**config.mk**
```make
export PLATFORM = sky130hd
export DESIGN_NAME = txdma_ready
export DESIGN_NICKNAME = d
export VERILOG_FILES = /design/src/common/txdma_pkg.sv /design/src/rtl/txdma_ready.sv
export SDC_FILE = /design/constraint.sdc
export NUM_CORES = 1
export LEC_CHECK = 0
export BUFFER_PORTS_ARGS = -buffer_cell sky130_fd_sc_hd__buf_2
export CORE_AREA = 5 5 42 44
export CTS_CLUSTER_SIZE = 20
export DETAILED_ROUTE_END_ITERATION = 6
export DIE_AREA = 0 0 47 49
export SLEW_MARGIN = 30
export SYNTH_ARGS = -nofsm -noshare
export SYNTH_HDL_FRONTEND = slang
export SYNTH_SLANG_ARGS = --single-unit
```
**constraint.sdc**
```tcl
create_clock -name core_clk -period 1.3 [get_ports core_clk]
set_clock_uncertainty 0.1 [all_clocks]
set_input_delay 0.26 -clock core_clk [delete_from_list [all_inputs] [get_ports core_clk]]
set_output_delay 0.26 -clock core_clk [all_outputs]
set_load 0.02 [all_outputs]
```
**src/common/txdma_pkg.sv**
```systemverilog
// Purpose: Shared constants and carrier types for the transmitter DMA request logic.
// Assumes: Two channels, sixteen-character transmitter FIFO.
// Notes:   Nothing here holds state.

package txdma_pkg;

  // ****************************************
  // Constants
  // ****************************************
  localparam int unsigned NUM_CHANNELS    = 2;
  localparam int unsigned FIFO_DEPTH      = 16;
  localparam int unsigned LEVEL_W         = 5;
  localparam logic        REQ_N_RESET     = 1'b1;
  localparam logic        MODE_RESET      = 1'b0;

  // ****************************************
  // Types
  // ****************************************
  typedef enum logic [0:0] {
    TXDMA_MODE0 = 1'b0,
    TXDMA_MODE1 = 1'b1
  } txdma_mode_e;

  // Per-channel view of the transmitter and its FIFO control bits.
  typedef struct packed {
    logic                 fifo_enable_bit;
    logic                 dma_mode_select_bit;
    logic [LEVEL_W-1:0]   tx_level;
    logic                 tx_write;
  } txdma_chan_s;

endpackage : txdma_pkg

```
**src/rtl/txdma_ready.sv**
```systemverilog
// Purpose: Drives the active-low transmitter DMA request of each channel.
// Assumes: Channel status comes from logic on core_clk; no resynchronising needed.
// Notes:   Outputs are registered, so they follow status by one clock.
//
// What this block does
// - FIFO mode picks mode by select bit.
// - FIFOs disabled forces mode 0.
// - Mode 0: request low when transmitter empty.
// - Mode 0: request high on first character written.
// - Mode 1: request low when FIFO empty.
// - Mode 1: stays low until FIFO full.

`timescale 1ns/1ps

module txdma_ready #(
  parameter int unsigned DEPTH = txdma_pkg::FIFO_DEPTH
) (
  input  wire logic                      core_clk,
  input  wire logic                      rst,
  input  wire logic                      clk_en,
  input  wire txdma_pkg::txdma_chan_s    ch0_status,
  input  wire txdma_pkg::txdma_chan_s    ch1_status,
  output logic                           ch0_tx_dma_request_n,
  output logic                           ch1_tx_dma_request_n
);

  // ****************************************
  // Elaboration checks
  // ****************************************

  // The level field must be able to hold the full count, and a zero depth has no meaning.
  if (DEPTH < 1 || DEPTH >= (1 << txdma_pkg::LEVEL_W)) begin : g_bad_depth
    $error("DEPTH does not fit the level field.");
  end

  // The output stage below is written out for exactly two channels.
  if (txdma_pkg::NUM_CHANNELS != 2) begin : g_bad_channels
    $error("The output stage serves exactly two channels.");
  end

  // ****************************************
  // Local constants and types
  // ****************************************
  localparam int unsigned NCH = txdma_pkg::NUM_CHANNELS;
  localparam int unsigned LW  = txdma_pkg::LEVEL_W;

  localparam logic [LW-1:0] FULL_LEVEL  = DEPTH[LW-1:0];
  localparam logic [LW-1:0] EMPTY_LEVEL = '0;

  // Request state of one channel: idle means the output stands high.
  typedef enum logic [0:0] {
    TXDMA_REQ_IDLE   = 1'b0,
    TXDMA_REQ_ACTIVE = 1'b1
  } txdma_req_state_e;

  localparam txdma_req_state_e REQ_STATE_RESET =
    (txdma_pkg::REQ_N_RESET == 1'b1) ? TXDMA_REQ_IDLE : TXDMA_REQ_ACTIVE;

  // ****************************************
  // Per-channel signals
  // ****************************************
  txdma_pkg::txdma_chan_s status    [NCH];
  txdma_pkg::txdma_mode_e mode      [NCH];
  logic                   is_empty  [NCH];
  logic                   is_full   [NCH];
  logic                   wrote     [NCH];
  txdma_req_state_e       state_ff  [NCH];
  txdma_req_state_e       nxt_state [NCH];
  logic                   nxt_req_n [NCH];

  assign status[0] = ch0_status;
  assign status[1] = ch1_status;

  // ****************************************
  // Per-channel request logic
  // ****************************************
  for (genvar c = 0; c < NCH; c++) begin : g_chan

    // Compatibility mode ignores the select bit so old drivers keep working.
    always_comb begin
      mode[c] = txdma_pkg::TXDMA_MODE0;
      case ({status[c].fifo_enable_bit, status[c].dma_mode_select_bit})
        2'b11: begin
          mode[c] = txdma_pkg::TXDMA_MODE1;
        end
        2'b10: begin
          mode[c] = txdma_pkg::TXDMA_MODE0;
        end
        2'b01: begin
          mode[c] = txdma_pkg::TXDMA_MODE0;
        end
        2'b00: begin
          mode[c] = txdma_pkg::TXDMA_MODE0;
        end
        default: begin
          mode[c] = txdma_pkg::TXDMA_MODE0;
        end
      endcase
    end

    // Occupancy decode; full uses at-or-above so an overfilled count never re-arms.
    always_comb begin
      is_empty[c] = (status[c].tx_level == EMPTY_LEVEL);
      is_full[c]  = (status[c].tx_level >= FULL_LEVEL);
      wrote[c]    = status[c].tx_write;
    end

    // Next request state for the mode in force this cycle.
    always_comb begin
      nxt_state[c] = state_ff[c];
      case (mode[c])
        txdma_pkg::TXDMA_MODE0: begin
          // A write in the same cycle as empty wins, so one request means one byte.
          if (wrote[c] || !is_empty[c]) begin
            nxt_state[c] = TXDMA_REQ_IDLE;
          end else begin
            nxt_state[c] = TXDMA_REQ_ACTIVE;
          end
        end
        txdma_pkg::TXDMA_MODE1: begin
          // Between empty and full the request holds, so a burst is never cut short.
          if (is_full[c]) begin
            nxt_state[c] = TXDMA_REQ_IDLE;
          end else if (is_empty[c]) begin
            nxt_state[c] = TXDMA_REQ_ACTIVE;
          end else begin
            nxt_state[c] = state_ff[c];
          end
        end
        default: begin
          nxt_state[c] = REQ_STATE_RESET;
        end
      endcase
    end

    // The pin level is the inverse of the active state.
    always_comb begin
      nxt_req_n[c] = (nxt_state[c] != TXDMA_REQ_ACTIVE);
    end

    // State register; reset acts whatever the clock enable holds.
    always_ff @(posedge core_clk) begin
      if (rst) begin
        state_ff[c] <= REQ_STATE_RESET;
      end else if (clk_en) begin
        state_ff[c] <= nxt_state[c];
      end
    end

  end

  // ****************************************
  // Outputs
  // ****************************************

  // Each pin has its own flip-flop so the controller never sees a decode glitch.
  always_ff @(posedge core_clk) begin
    if (rst) begin
      ch0_tx_dma_request_n <= txdma_pkg::REQ_N_RESET;
    end else if (clk_en) begin
      ch0_tx_dma_request_n <= nxt_req_n[0];
    end
  end

  always_ff @(posedge core_clk) begin
    if (rst) begin
      ch1_tx_dma_request_n <= txdma_pkg::REQ_N_RESET;
    end else if (clk_en) begin
      ch1_tx_dma_request_n <= nxt_req_n[1];
    end
  end

endmodule : txdma_ready

```
==> qor.yml <==
crit_start: "ch1_status[2]"
clk_latency_ns: 0.23
ir_worst_vdd_mv: 0.264
holdCritPathClass: "in2reg"
syn-num-nets: 38
slew_violations: 0
nets: 63
vias_per_cell: 3.83
slowest_stage: "or4_1"
area_growth_pct: 70.8
finish.utilization: 0.246
path_buf_inv: 1
ant_nets: 0
worstPathMaxFanout: 2
vias: 222
layout-drive-gt1-share: 0.571
die-width_um: 47
clock.fmax_mhz: 845
core_area_um2: 1400
tns_ns: 0
post_cts_buffers: 0
n_antenna_cell: 0
routedWlPerCell_um: 9.95
holdCritStartpoint: "ch0_status[5]"
nFillCells: 167
layout_commonest_cell: "buf_2"
gp_congestion: 0.686
cts_resized: 0
dp_slack_ns: -0.139
cts_tree: "yes"
io_pins: 21
arrival_ns: 1.19
r2r_setup_slack_ns: 0.28
portBuffers: 20
critPathMaxStageDelay_ns: 0.51
rsz0062_at_grt: "false"
final_cell_mix: "buf_2, clkbuf_4"
drt-pass1-iter-count: 3
crit_chain: "buf_2 > or4_1 > o21ai_1 > and2_1"
hold_violations: 0
synthCells: 19
timing.final.crit_share: 0.910
critPathCaptureType: "flop"
cts_hold_buf: 0
seq_area_frac_synth: 0.497
yosysUniqueCellTypes: 11
track_usage: 0.0593
totalWireLength_um: 577
fp.dieH_um: 49
initial_core_util: 0.144
overflow: 0
critical_path_class: "in2reg"
slew_headroom: 0.835
remaining_drc_errors: 0
required_ns: 1.30
htree_levels: 1
worst_pin_slew_ns: 0.247
placement_rows: 14
ff_latch_area_um2: 100
fin_ws_ns: 0.117
grt_pass1_vias: 255
maxCapViolCount: 0
grt_max_degree: 5
yosysWarnings: 0
status: "complete, no violations"
period_needed_ns: 1.18
cts_num_sinks: 4
critical_path.top_delay_family: "simple AND/OR/NAND/NOR gates"
synth_area_um2: 201
numCtsBuffers: 3
start_kind: "input pin"
multi_input_area_um2: 101
r2r_start: "state_ff[0]"
clockBufferDepth: 2
clkTransAtPathRegs_ns: 0.04
antenna_found_initial: 0
finalSetupViolations: 0
ys_seq_elements: 4
grt_pass1_wl_um: 945
p_leak_nw: 0.154
power_density_nw_per_um2: 980
die_area_um2: 2300
cts_root_buf: "clkbuf_4"
postSynthAreaPerCell_um2: 10.6
drt-initial-drc-count: 7
==> power breakdown <==
group / total (W) / leakage, nW / switching, W / internal (W)
Sequential: 0.000138 / 0.0385 / 0.00000122 / 0.000137
Clock: 0.000156 / 0.0138 / 0.0000523 / 0.000103
Combinational: 0.0000435 / 0.102 / 0.0000158 / 0.0000278
==> layout make-up <==
| type | instances | area share |
|---|---|---|
| multi-input cells | 15 | 0.295 |
| flip-flops and latches | 4 | 0.291 |
| repair buffers | 20 | 0.291 |
| clock buffers | 3 | 0.0655 |
| well taps | 16 | 0.0582 |
==> registers in the layout (all words and copies together) (netlist names) <==
register              cells
state_ff                  2
ch1_tx_dma_request_n      1
ch0_tx_dma_request_n      1
==> stage by stage <==
step / hold WS (ns) / power [W] / std cells / cell area (um2)
6_report: 0.201 / 0.000337 / 58 / 344
5_1_grt: 0.224 / 0.000362 / 58 / 344
4_1_cts: 0.192 / 0.000347 / 58 / 344
3_5_place_dp: 0.376 / 0.000184 / 55 / 322
3_3_place_gp: 0.383 / 0.000183 / 55 / 322
2_1_floorplan: 0.330 / 0.000154 / 19 / 201
==> logic make-up (layout without fill, tap and decap cells) <==
logic type             Yosys count  after routing  share of synthesized area
AND/OR/NAND/NOR                  9              9                      0.292
AO/OA/AOI/OAI                    6              6                      0.211
flip-flops                       4              4                      0.497
buffers and inverters            0             23                          0
==> path summary, 6_finish.rpt <==
check	endpoint	depth (start not counted)
max	state_ff[1]	4
min	ch0_tx_dma_request_n	3
max reg2reg	state_ff[0]	3
min reg2reg	ch0_tx_dma_request_n	1
==> worst reg2reg max path, stage by stage (launching register included) <==
cell and delay [ns]:
edfxtp_1 0.36, nand3_1 0.07, o21ai_1 0.08, and2_1 0.16
==> routing by layer <==
layer / track usage / vias up / routed length [um]
met3: 0.0443 / 0 / 81
met2: 0.0679 / 12 / 248
met1: 0.0665 / 89 / 247
li1: - / 121 / -
met4: 0.0553 / 0 / 0
met5: 0 / - / 0
==> cells in the mapped netlist (all sizes together) <==
master / count / share of area
or2: 1 / 0.031
a2bb2oi: 2 / 0.087
and2: 2 / 0.062
a21boi: 2 / 0.075
dfxtp: 2 / 0.20
nor3b: 2 / 0.075
edfxtp: 2 / 0.30
or4: 2 / 0.075
nand3: 2 / 0.050
o21ai: 2 / 0.050
No activity file was read; power rests on OpenSTA's default activity.
